$ cat src/hw/fde_pkg.sv
package fde_pkg;
// Behaviour
// - output equals weighted sum over weight sum
// - numerator adds singleton times its rule weight
// - triangles: vertex, left and right semi-base
// - activation height limited to four bits
// - three shape bytes fetched below one kilobyte
// - program order, grouping through buffer register
// - four-antecedent rule takes about three microseconds
// - load alpha pushes activation onto stack
// - load complement pushes complemented activation
// - fuzzy min combines two latest operands
// - fuzzy max combines two latest operands
// - keep result pushes last result back
// - save copies result register into buffer
// - restore pushes buffer onto operand stack
// - consequent accumulates product and weight
// - defuzzify-store divides and writes result byte
// - start instruction hands execution to engine
// - control returns after final byte written
// - eight byte input registers loaded beforehand
// - min for and, max for or

	// the rule time holds at a 50 ns clock; as a cycle count the
	// budget still applies when the system clock runs slower
	localparam int RULE_CLK_NS  = 50;
	localparam int RULE_TIME_NS = 3000;
	localparam int RULE_CYCLES  = RULE_TIME_NS / RULE_CLK_NS;

	localparam int NUM_INPUTS = 8;
	localparam int STK_DEPTH  = 4;

	// instruction word fields
	localparam int OP_MSB   = 15;
	localparam int OP_LSB   = 12;
	localparam int LAST_BIT = 11;
	localparam int SEL_MSB  = 10;
	localparam int SEL_LSB  = 8;
	localparam int ARG_MSB  = 7;
	localparam int ADDR_MSB = 6;

	localparam logic [3:0] ALPHA_MAX    = 4'hF;
	// a height never exceeds 15, so four quotient bits are enough
	localparam logic [4:0] ALPHA_STEPS  = 5'h04;
	localparam logic [4:0] DEFUZZ_STEPS = 5'h18;
	localparam logic [2:0] STK_FULL     = 3'h4;
	localparam logic [1:0] MBF_LAST     = 2'h3;

	typedef logic [3:0]  fde_alpha_t;
	typedef logic [11:0] fde_paddr_t;
	typedef logic [9:0]  fde_maddr_t;

	typedef enum logic [3:0] {
		OP_NOP        = 4'h0,
		OP_LOAD_ALPHA = 4'h1,
		OP_LOAD_COMPL = 4'h2,
		OP_MIN        = 4'h3,
		OP_MAX        = 4'h4,
		OP_KEEP       = 4'h5,
		OP_SAVE       = 4'h6,
		OP_RESTORE    = 4'h7,
		OP_CONSEQ     = 4'h8,
		OP_OUT        = 4'h9
	} fde_op_e;

	typedef enum logic [2:0] {
		S_IDLE   = 3'h0,
		S_FETCH  = 3'h1,
		S_DECODE = 3'h2,
		S_MBF    = 3'h3,
		S_ALPHA  = 3'h4,
		S_DIV    = 3'h5
	} fde_state_e;

	typedef struct packed {
		logic       we;
		logic [2:0] sel;
		logic [7:0] data;
	} fde_load_s;

	typedef struct packed {
		logic       we;
		logic [6:0] addr;
		logic [7:0] data;
	} fde_res_s;

	typedef struct packed {
		logic [STK_DEPTH-1:0][3:0] val;
		logic [2:0]                sp;
	} fde_stack_s;

	typedef struct packed {
		fde_state_e                 st;
		fde_paddr_t                 pc;
		logic [15:0]                ir;
		fde_stack_s                 stk;
		fde_alpha_t                 k;
		fde_alpha_t                 m;
		logic [NUM_INPUTS-1:0][7:0] inreg;
		logic [2:0][7:0]            mb;
		logic [1:0]                 cnt;
		fde_maddr_t                 mbf_addr;
		logic [23:0]                num;
		logic [11:0]                den;
		logic [23:0]                dq;
		logic [16:0]                dr;
		logic [15:0]                dd;
		logic [4:0]                 dn;
		logic                       dmode;
		logic                       busy;
		logic                       done;
		fde_res_s                   res;
	} fde_state_s;

	localparam fde_state_s STATE_RST = '0;
endpackage

$ cat src/hw/fde_engine.sv
`timescale 1ns/1ns
module fde_engine (
	input  wire logic               clk_in,
	input  wire logic               rst_in,
	input  wire logic               start_in,
	input  wire fde_pkg::fde_paddr_t start_addr_in,
	input  wire fde_pkg::fde_load_s  load_in,
	input  wire logic [15:0]        instr_in,
	input  wire logic [7:0]         mbf_data_in,
	output fde_pkg::fde_paddr_t     prog_addr_out,
	output fde_pkg::fde_maddr_t     mbf_addr_out,
	output fde_pkg::fde_res_s       res_out,
	output logic                    busy_out,
	output logic                    done_out
);
	import fde_pkg::*;

	fde_state_s r_reg;
	fde_state_s r_next;

	fde_op_e    op_w;
	logic [2:0] t_i;
	logic [2:0] n_i;
	fde_alpha_t top_w;
	fde_alpha_t nxt_w;
	logic [7:0] x_w;
	logic [7:0] v_w;
	logic       cmp_w;
	logic [7:0] mbf_idx_w;

	function automatic fde_stack_s push(fde_stack_s s, fde_alpha_t v);
		fde_stack_s o;
		o = s;
		// a full stack drops its oldest entry rather than the newest
		if (s.sp == STK_FULL) begin
			o.val[STK_DEPTH-2:0] = s.val[STK_DEPTH-1:1];
			o.val[STK_DEPTH-1] = v;
		end else begin
			o.val[s.sp[1:0]] = v;
			o.sp = s.sp + 3'h1;
		end
		return o;
	endfunction

	function automatic fde_alpha_t alpha_sel(fde_alpha_t a, logic c);
		return c ? ALPHA_MAX - a : a;
	endfunction

	function automatic fde_state_s finish_out(fde_state_s s,
			logic [7:0] v, logic last);
		fde_state_s o;
		o = s;
		o.res.we = 1'b1;
		o.res.data = v;
		o.num = '0;
		o.den = '0;
		if (last) begin
			o.done = 1'b1;
			o.busy = 1'b0;
			o.st = S_IDLE;
		end else begin
			o.st = S_FETCH;
		end
		return o;
	endfunction

	assign op_w      = fde_op_e'(instr_in[OP_MSB:OP_LSB]);
	assign t_i       = r_reg.stk.sp - 3'h1;
	assign n_i       = r_reg.stk.sp - 3'h2;
	assign top_w     = (r_reg.stk.sp >= 3'h1) ? r_reg.stk.val[t_i[1:0]] : '0;
	assign nxt_w     = (r_reg.stk.sp >= 3'h2) ? r_reg.stk.val[n_i[1:0]] : '0;
	assign x_w       = r_reg.inreg[r_reg.ir[SEL_MSB:SEL_LSB]];
	assign v_w       = r_reg.mb[1];
	assign cmp_w     = r_reg.ir[OP_MSB:OP_LSB] == OP_LOAD_COMPL;
	assign mbf_idx_w = instr_in[ARG_MSB:0];

	always_comb begin
		logic [7:0]  base;
		logic [7:0]  d;
		logic [7:0]  span;
		logic [11:0] dvd;
		logic [16:0] rem;
		logic        q;
		fde_alpha_t  a;
		base = '0;
		d = '0;
		span = '0;
		dvd = '0;
		rem = '0;
		q = 1'b0;
		a = '0;
		r_next = r_reg;
		r_next.res.we = 1'b0;
		r_next.done = 1'b0;
		if (load_in.we) begin
			r_next.inreg[load_in.sel] = load_in.data;
		end
		case (r_reg.st)
			S_IDLE: begin
				if (start_in) begin
					r_next.pc = start_addr_in;
					r_next.busy = 1'b1;
					r_next.stk = '0;
					r_next.k = '0;
					r_next.m = '0;
					r_next.num = '0;
					r_next.den = '0;
					r_next.st = S_FETCH;
				end
			end
			S_FETCH: begin
				r_next.st = S_DECODE;
			end
			S_DECODE: begin
				// program order: each instruction finishes before the next
				r_next.ir = instr_in;
				r_next.pc = r_reg.pc + 12'h001;
				r_next.st = S_FETCH;
				case (op_w)
					OP_LOAD_ALPHA, OP_LOAD_COMPL: begin
						// three bytes per shape, index times three
						r_next.mbf_addr = {2'b00, mbf_idx_w}
							+ {1'b0, mbf_idx_w, 1'b0};
						r_next.cnt = '0;
						r_next.st = S_MBF;
					end
					OP_MIN: begin
						r_next.k = (top_w < nxt_w) ? top_w : nxt_w;
						r_next.stk.sp = (r_reg.stk.sp >= 3'h2)
							? r_reg.stk.sp - 3'h2 : 3'h0;
					end
					OP_MAX: begin
						r_next.k = (top_w > nxt_w) ? top_w : nxt_w;
						r_next.stk.sp = (r_reg.stk.sp >= 3'h2)
							? r_reg.stk.sp - 3'h2 : 3'h0;
					end
					OP_KEEP: begin
						r_next.stk = push(r_reg.stk, r_reg.k);
					end
					OP_SAVE: begin
						r_next.m = r_reg.k;
					end
					OP_RESTORE: begin
						r_next.stk = push(r_reg.stk, r_reg.m);
					end
					OP_CONSEQ: begin
						// widen first: an 8-bit product would wrap
						r_next.num = r_reg.num + {12'h000,
							{4'h0, instr_in[ARG_MSB:0]}
							* {8'h00, r_reg.k}};
						r_next.den = r_reg.den + {8'h00, r_reg.k};
					end
					OP_OUT: begin
						r_next.res.addr = instr_in[ADDR_MSB:0];
						if (r_reg.den == '0) begin
							r_next = finish_out(r_next, 8'h00,
								instr_in[LAST_BIT]);
						end else begin
							r_next.dq = r_reg.num;
							r_next.dr = '0;
							r_next.dd = {4'h0, r_reg.den};
							r_next.dn = DEFUZZ_STEPS;
							r_next.dmode = 1'b1;
							r_next.st = S_DIV;
						end
					end
					default: begin
					end
				endcase
			end
			S_MBF: begin
				// memory answers one cycle after the address stands
				if (r_reg.cnt != 2'h0) begin
					r_next.mb[r_reg.cnt - 2'h1] = mbf_data_in;
				end
				r_next.mbf_addr = r_reg.mbf_addr + 10'h001;
				r_next.cnt = r_reg.cnt + 2'h1;
				if (r_reg.cnt == MBF_LAST) begin
					r_next.st = S_ALPHA;
				end
			end
			S_ALPHA: begin
				if (x_w < v_w) begin
					d = v_w - x_w;
					base = r_reg.mb[0];
				end else begin
					d = x_w - v_w;
					base = r_reg.mb[2];
				end
				r_next.st = S_FETCH;
				if (x_w == v_w) begin
					a = alpha_sel(ALPHA_MAX, cmp_w);
					r_next.stk = push(r_reg.stk, a);
					r_next.k = a;
				end else if (d >= base) begin
					a = alpha_sel('0, cmp_w);
					r_next.stk = push(r_reg.stk, a);
					r_next.k = a;
				end else begin
					// height scales (base - d) * 15 / base, never above 15
					span = base - d;
					dvd = {span, 4'h0} - {4'h0, span};
					// dvd < 16 * base, so its top byte is already below
					// the divisor and only four quotient bits remain
					r_next.dq = {dvd[3:0], 20'h00000};
					r_next.dr = {9'h000, dvd[11:4]};
					r_next.dd = {8'h00, base};
					r_next.dn = ALPHA_STEPS;
					r_next.dmode = 1'b0;
					r_next.st = S_DIV;
				end
			end
			S_DIV: begin
				// one quotient bit per cycle keeps the divider small
				rem = {r_reg.dr[15:0], r_reg.dq[23]};
				if (rem >= {1'b0, r_reg.dd}) begin
					rem = rem - {1'b0, r_reg.dd};
					q = 1'b1;
				end
				r_next.dr = rem;
				r_next.dq = {r_reg.dq[22:0], q};
				r_next.dn = r_reg.dn - 5'h01;
				if (r_reg.dn == 5'h01) begin
					if (r_reg.dmode) begin
						r_next = finish_out(r_next, r_next.dq[7:0],
							r_reg.ir[LAST_BIT]);
					end else begin
						a = alpha_sel(r_next.dq[3:0], cmp_w);
						r_next.stk = push(r_reg.stk, a);
						r_next.k = a;
						r_next.st = S_FETCH;
					end
				end
			end
			default: begin
				r_next = STATE_RST;
			end
		endcase
	end

	always_ff @(posedge clk_in) begin
		if (rst_in) begin
			r_reg <= STATE_RST;
		end else begin
			r_reg <= r_next;
		end
	end

	assign prog_addr_out = r_reg.pc;
	assign mbf_addr_out  = r_reg.mbf_addr;
	assign res_out       = r_reg.res;
	assign busy_out      = r_reg.busy;
	assign done_out      = r_reg.done;

	property p_start;
		@(posedge clk_in) disable iff (rst_in)
		(r_reg.st == S_IDLE && start_in) |=>
			busy_out && prog_addr_out == $past(start_addr_in);
	endproperty
	a_start: assert property (p_start) else $error("start not taken");

	property p_handback;
		@(posedge clk_in) disable iff (rst_in)
		done_out |-> res_out.we && !busy_out ##1 !busy_out && !done_out;
	endproperty
	a_handback: assert property (p_handback) else $error("bad hand back");

	property p_min;
		@(posedge clk_in) disable iff (rst_in)
		(r_reg.st == S_DECODE && op_w == OP_MIN) |=>
			r_reg.k == ($past(top_w) < $past(nxt_w) ?
				$past(top_w) : $past(nxt_w));
	endproperty
	a_min: assert property (p_min) else $error("min wrong");

	property p_max;
		@(posedge clk_in) disable iff (rst_in)
		(r_reg.st == S_DECODE && op_w == OP_MAX) |=>
			r_reg.k == ($past(top_w) > $past(nxt_w) ?
				$past(top_w) : $past(nxt_w));
	endproperty
	a_max: assert property (p_max) else $error("max wrong");

	property p_save;
		@(posedge clk_in) disable iff (rst_in)
		(r_reg.st == S_DECODE && op_w == OP_SAVE) |=> r_reg.m == $past(r_reg.k);
	endproperty
	a_save: assert property (p_save) else $error("buffer not saved");

	property p_conseq;
		@(posedge clk_in) disable iff (rst_in)
		(r_reg.st == S_DECODE && op_w == OP_CONSEQ) |=>
			r_reg.den == $past(r_reg.den) + {8'h00, $past(r_reg.k)};
	endproperty
	a_conseq: assert property (p_conseq) else $error("weight sum wrong");

	property p_zero_den;
		@(posedge clk_in) disable iff (rst_in)
		(r_reg.st == S_DECODE && op_w == OP_OUT && r_reg.den == '0) |=>
			res_out.we && res_out.data == 8'h00;
	endproperty
	a_zero_den: assert property (p_zero_den) else $error("zero den");

	property p_clear;
		@(posedge clk_in) disable iff (rst_in)
		res_out.we |-> r_reg.num == '0 && r_reg.den == '0;
	endproperty
	a_clear: assert property (p_clear) else $error("sums not cleared");

	property p_shape_addr;
		@(posedge clk_in) disable iff (rst_in)
		(r_reg.st == S_DECODE && op_w == OP_LOAD_ALPHA) |=>
			mbf_addr_out == 10'($past(mbf_idx_w)) * 10'h003 ##3
			r_reg.st == S_MBF && r_reg.cnt == MBF_LAST;
	endproperty
	a_shape_addr: assert property (p_shape_addr) else $error("shape fetch");

	property p_vertex;
		@(posedge clk_in) disable iff (rst_in)
		(r_reg.st == S_ALPHA && x_w == v_w) |=>
			r_reg.k == (cmp_w ? 4'h0 : ALPHA_MAX);
	endproperty
	a_vertex: assert property (p_vertex) else $error("vertex alpha");
endmodule // fde_engine

$ cat config.mk
export PLATFORM = sky130hd
export DESIGN_NAME = fde_engine
export DESIGN_NICKNAME = d
export VERILOG_FILES = /design/src/hw/fde_pkg.sv /design/src/hw/fde_engine.sv
export SDC_FILE = /design/constraint.sdc
export NUM_CORES = 1
export LEC_CHECK = 0
export ABC_AREA = 1
export BUFFER_PORTS_ARGS = -buffer_cell sky130_fd_sc_hd__buf_2
export CORE_MARGIN = 10
export CORE_UTILIZATION = 50
export DETAILED_ROUTE_END_ITERATION = 8
export PLACE_DENSITY = 0.75
export SLEW_MARGIN = 20
export SYNTH_ARGS = -nofsm -noshare
export SYNTH_HDL_FRONTEND = slang
export SYNTH_SLANG_ARGS = --single-unit
export TNS_END_PERCENT = 10
$ cat constraint.sdc
create_clock -name clk_in -period 11.6 [get_ports clk_in]
set_input_delay 2.32 -clock clk_in [delete_from_list [all_inputs] [get_ports clk_in]]
set_output_delay 2.32 -clock clk_in [all_outputs]
set_load 0.02 [all_outputs]
* Word-level counts from Yosys, hierarchy flattened
Index checks and enable logic that the tools add are counted.
** Operators by class
- $add $sub $neg :: 17
- Multipliers :: 1
- Magnitude comparators :: 16
- Equal/unequal tests :: 41
- Mux-type cells :: 84
- Bitwise operators :: 7
- Reductions and logical operators :: 30
** Operators by type and width (number)
- one-hot mux 36 bit (4 select lines) :: 2
- two-way mux 275 bit :: 1
- one-hot mux 63 bit (4 select lines) :: 1
- one-hot mux 64 bit (3 select lines) :: 1
- two-way mux 63 bit :: 3
- two-way mux 117 bit :: 1
- one-hot mux 23 bit (5 select lines) :: 1
- one-hot mux 16 bit (3 select lines) :: 2
- two-way mux 81 bit :: 1
- bitwise mux 16 bit :: 5
- two-way mux 16 bit :: 5
- two-way mux 36 bit :: 2
- one-hot mux 36 bit (2 select lines) :: 1
- two-way mux 23 bit :: 3
- bitwise mux 64 bit :: 1
- two-way mux 64 bit :: 1
- two-way mux 8 bit :: 7
- one-hot mux 17 bit (3 select lines) :: 1
- one-hot mux 12 bit (4 select lines) :: 1
- two-way mux 4 bit :: 10
- two-way mux 27 bit :: 1
- inequality test 2 bit (second input constant) :: 13
- adder 24 x 12 -> 24 bit :: 1
- binary-select mux 8 bit (select 3 bit) :: 1
- 72 further kinds :: 130
** Storage, ports and cells
- Flip-flop bits (word level) :: 274
- Bits of input ports :: 51
- Output and inout bits :: 40

* Logic depth before layout (Yosys ltp)
- Depth in word-level cells :: 10
- Mapped depth :: 41

* Worst setup path after synthesis
OpenSTA, ideal clock, no wires.
- Kind :: input to register
- From :: input instr_in[1]
- To :: register r_reg[114] (netlist name)
- Library setup time :: 0.121 ns
- Arrival time :: 6.036 ns
- Required time :: 11.479 ns
- Setup slack :: 5.443 ns
- Stages on the path :: 20
- Cells stage by stage :: nand2_1 fa_1 inv_1 fa_1 fa_1 ha_1 a21oi_1 a21oi_1 nor3b_1 o21ai_0 and2_1 or2_2 a21oi_1 o21ai_0 nand2_1 nor2_1 nand2_1 nor2_1 a21oi_1 nor3_1
** Between the ends
- Longest elaborated chain between the ends :: 4
** RTL lines
- start, declared :: RTL line fde_engine.sv:8 : input wire logic [15:0] instr_in,
- multiplier 8 x 4 -> 12 bit :: RTL line fde_engine.sv:150 : * {8'h00, r_reg.k}};
- adder 24 x 12 -> 24 bit :: RTL line fde_engine.sv:148 : r_next.num = r_reg.num + {12'h000,
- one-hot mux 36 bit (2 select lines) :: RTL line fde_engine.sv:119 : case (op_w)
- one-hot mux 36 bit (4 select lines) :: RTL line fde_engine.sv:98 : case (r_reg.st)
- end signal, assigned :: RTL line fde_engine.sv:245 : r_reg <= r_next;
- end, declared :: RTL line fde_engine.sv:18 : fde_state_s r_reg;
No other way between the ends.
A chain may end at the register's enable or synchronous reset.

* Worst setup path after layout
- From :: register r_reg[252] (netlist name)
- To :: register r_reg[27] (netlist name)
** Between the ends
- Longest elaborated chain between the ends :: 8
- Elaborated cells on any way between the ends :: 17
** RTL lines
- binary-select mux 8 bit (select 3 bit) (*) :: RTL line fde_engine.sv:72 : assign x_w = r_reg.inreg[r_reg.ir[SEL_MSB:SEL_LSB]];
- two-way mux 8 bit (not written as such) (*) :: RTL line fde_engine.sv:72
- subtractor 8 bit, or another cell as far along :: RTL line fde_engine.sv:187 : d = x_w - v_w;
- two-way mux 8 bit :: RTL line fde_engine.sv:183 : if (x_w < v_w) begin
- two-way mux 8 bit :: RTL line fde_engine.sv:98
- greater-or-equal comparator 8 bit / two-way mux 63 bit (equally long branches) :: RTL line fde_engine.sv:195 : end else if (d >= base) begin
- inequality test 2 bit (no line) / two-way mux 63 bit (equally long branches)
- AND reduction 6 bit (no line) / one-hot mux 63 bit (4 select lines) (equally long branches)
Mark *: on every way between the ends. The rest lies on a longest branch, timed or not. The select of a mux whose other input is x is not followed.

==> results.py <==
metrics = {
    "route": {
        "wl_per_cell_um": 15.5,
        "detailedRoute.firstIterationViolations": 1448,
        "num_vias": 16650,
        "postRouteWirelength_um": 46500,
        "drt_drc": 0,
        "ant_nets": 0,
        "drt_first_pass_iters": 6,
        "detail_route.vias_per_cell": 5.56,
    },
    "sta": {
        "maxSlewHeadroom_pct": 26.6,
        "totalNegativeSetupSlack_ns": 0,
        "period_needed_ns": 6.53,
        "rsz_0062_raised_after_global_routing": "no",
        "clock-skew-final_ns": 0.0190,
        "worst_slew_pin_slew_ns": 1.09,
        "fin_crit_sh_pct": 56.3,
        "report.final.setup_viol": 0,
        "fmax_mhz": 153,
        "final-hold-violation-count": 0,
        "final_max_slew_viol_count": 0,
    },
    "critical_path": {
        "largest_delay_share_family_worst_path": "buffers and inverters",
        "crit_type": "register to register",
        "critical_path.startpoint_type": "register",
        "worstSetupEndpointType": "register",
        "buffer_and_inverter_count_on_the_worst_path": 11,
        "cp_max_fo": 48,
        "critPathSlowestCell": "inv_1",
        "timing.critical_path.slowest_cell_delay_ns": 0.65,
        "worstPathArrival_ns": 6.94,
        "timing.critical_path.required_ns": 12.01,
    },
    "cells_and_area": {
        "final_common_cell": "nand2_1",
        "final_design_area_excluding_fillers_um2": 18400,
        "fraction_of_final_layout_cells_with_drive_strength_greater_than_1_pct": 8.25,
        "mostFrequentLayoutCells": "nand2_1 (646), a21oi_1 (318), inv_1 (289)",
        "antenna_cells": 0,
        "number_of_flip_flops_under_the_largest_register_name": 214,
        "final.fill_count": 3204,
        "synthesis_to_layout_area_growth_pct": 8.70,
        "nets": 2693,
    },
    "hold_path": {
        "min-delay-path-class": "register to register",
    },
    "global_routing": {
        "grt_pass1_vias": 15598,
        "grt_max_degree": 90,
        "first_pass_grt_wire_length_um": 77300,
        "gr_overflow_total": 0,
        "met3_usage_pct": 2.49,
        "busiest_layer": "met2",
        "initial_antenna_violation_count": 0,
        "grtUsageTotal_pct": 21.8,
        "grt_util_met1_pct": 29.2,
        "groute.layer.met2.usage_pct": 36.1,
    },
    "floorplanning": {
        "floorplan.initialDensity_pct": 50.7,
        "io_pins": 91,
        "die_width_um": 204,
        "placement_rows": 67,
        "floorplan.core_area_um2": 33400,
        "floorplan.die_area_um2": 41700,
        "fp.dieH_um": 204,
    },
    "yosys": {
        "yosysSeqAreaShare_pct": 31.0,
        "post_synth_fa_ha_maj_area_fraction_pct": 10.1,
        "synthXorXnorAreaFrac_pct": 1.71,
        "yosysWarnings": 0,
        "muxShareOfSynthArea_pct": 0.0591,
        "main_combinational_cell_family_by_area_after_synthesis": "simple AND/OR/NAND/NOR gates",
        "synth-compound-area-share_pct": 20.9,
        "synth_top_cells_by_area": "dfxtp_1 (31%), nand2_1 (14%), a21oi_1 (9.4%)",
        "postSynthRegisterBits": 262,
        "post-synth-top-area-fraction_pct": 31.0,
        "syn-num-nets": 2696,
        "yosys.area_share.simple_pct": 25.4,
        "synth_top_area_cell": "dfxtp_1",
        "synthArstFlopShare_pct": 0,
        "synth_cell_types": 60,
        "netlist_area_um2": 16900,
        "synth_cells": 2525,
        "synth_edf_count": 0,
        "ys_dominant_reg_cell": "dfxtp_1",
        "post_synth.cell_area_avg_um2": 6.71,
    },
    "clocking": {
        "clkSlewWorstSetupHoldPaths_ns": 0.06,
        "h-tree-depth": 1,
        "postCtsSetupBuffers": 0,
        "cts_tree": "built",
        "cts_max_path_buffers": 3,
        "cts-resized-gates": 0,
        "cts_hold_buf": 0,
        "clock_tree.root_cell": "clkbuf_16",
        "latest_clock_arrival_within_the_worst_skew_pair_ns": 0.58,
        "cts-buffers-inserted": 30,
        "clock_sinks": 262,
    },
    "status": {
        "outcome": "finished, final reports clean",
    },
    "power_and_ir_drop": {
        "sequential_power_share_pct": 29.5,
        "combPwrFrac_pct": 39.7,
        "power_density_nw_per_um2": 181,
        "internal-power_mw": 1.99,
        "power_switching_share_pct": 40.4,
        "clock_power_share_pct": 30.7,
        "max-vdd-ir-drop_v": 0.000167,
        "p_leak_nw": 7.70,
        "power.net_switching_mw": 1.35,
    },
    "placed_design": {
        "detailed_place_hpwl_um": 33200,
        "globalplace.congestion": 0.927,
        "placement.io_buffers": 90,
        "placedInstanceArea_um2": 17300,
    },
    "flow_run": {
        "drv.max_cap_violation_count": 0,
    },
}
-- metal layers --
metal  up-vias  wire, µm
li1       8268         -
met4         0      1030
met2       551     21700
met3        85      2940
met5         -         0
met1      7746     20800
-- cell type report --
type | count | area (µm²) | area share [%]
Clock inverter | 14 | 170 | 0.924
Multi-Input combinational cell | 1822 | 9850 | 53.5
Sequential cell | 262 | 5250 | 28.5
Inverter | 306 | 1150 | 6.24
Tap cell | 448 | 561 | 3.04
Clock buffer | 42 | 917 | 4.98
Timing Repair Buffer | 100 | 528 | 2.87
-- cell families after synthesis --
group | Yosys count
AND/OR/NAND/NOR | 1041
adder cells (fa/ha/maj) | 120
XOR/XNOR | 33
AO/OA/AOI/OAI | 627
flip-flops | 262
multiplexers | 1
buffers and inverters | 441
-- power by group through the flow --
stage / clock (mW) / combinational (mW) / sequential, mW
5_1_grt: 1.08 / 1.49 / 0.989
3_3_place_gp: 0 / 1.27 / 1.00
6_report: 1.02 / 1.32 / 0.985
2_1_floorplan: 0 / 1.06 / 0.979
3_5_place_dp: 0 / 1.30 / 1.00
4_1_cts: 1.04 / 1.31 / 0.983
-- synthesized netlist by cell type (all sizes together) (2+ instances only) --
cell,count
fa,27
o211ai,26
a31oi,11
inv,300
o21ai,168
o21a,2
nand4,17
ha,93
a21oi,322
a32oi,3
a22o,9
o32ai,3
o21bai,3
clkbuf,65
a41oi,3
nor4,6
nor3b,5
o2111ai,4
and2,2
buf,70
or2,12
nor2,202
nor3,42
o221ai,7
a221oi,9
nand3b,5
xor2,18
nand3,85
dfxtp,262
and3,4
a211oi,21
xnor2,15
o311ai,2
o22ai,29
nand2,661
clkinv,6
-- stage by stage --
step | setup slack (ns) | hold slack (ns) | utilization, % | total power, mW | std cells
2_1_floorplan | 5.44 | 0.432 | - | 2.04 | 2525
3_3_place_gp | 4.86 | 0.443 | 51.8 | 2.27 | 2938
3_5_place_dp | 4.80 | 0.449 | 51.8 | 2.30 | 2938
4_1_cts | 5.14 | 0.459 | 55.1 | 3.33 | 2994
5_1_grt | 4.35 | 0.473 | 55.1 | 3.56 | 2994
6_report | 5.07 | 0.458 | 55.1 | 3.33 | 2994
-- worst min-delay path, cell delays in order, from the launching register on --
cell	delay, ns
dfxtp_1	0.31
nand2_1	0.06
a21oi_1	0.05
-- final timing paths --
kind | from | to | slack [ns] | cells after the start
min | r_reg[207]$_SDFFE_PP0P_ | r_reg[207]$_SDFFE_PP0P_ | 0.46 | 2
max reg2reg | r_reg[252]$_SDFFE_PP0P_ | r_reg[27]$_SDFFE_PP0P_ | 5.07 | 32
min reg2reg | r_reg[207]$_SDFFE_PP0P_ | r_reg[207]$_SDFFE_PP0P_ | 0.46 | 2
max | r_reg[252]$_SDFFE_PP0P_ | r_reg[27]$_SDFFE_PP0P_ | 5.07 | 32
No activity file was read; power rests on OpenSTA's default activity.
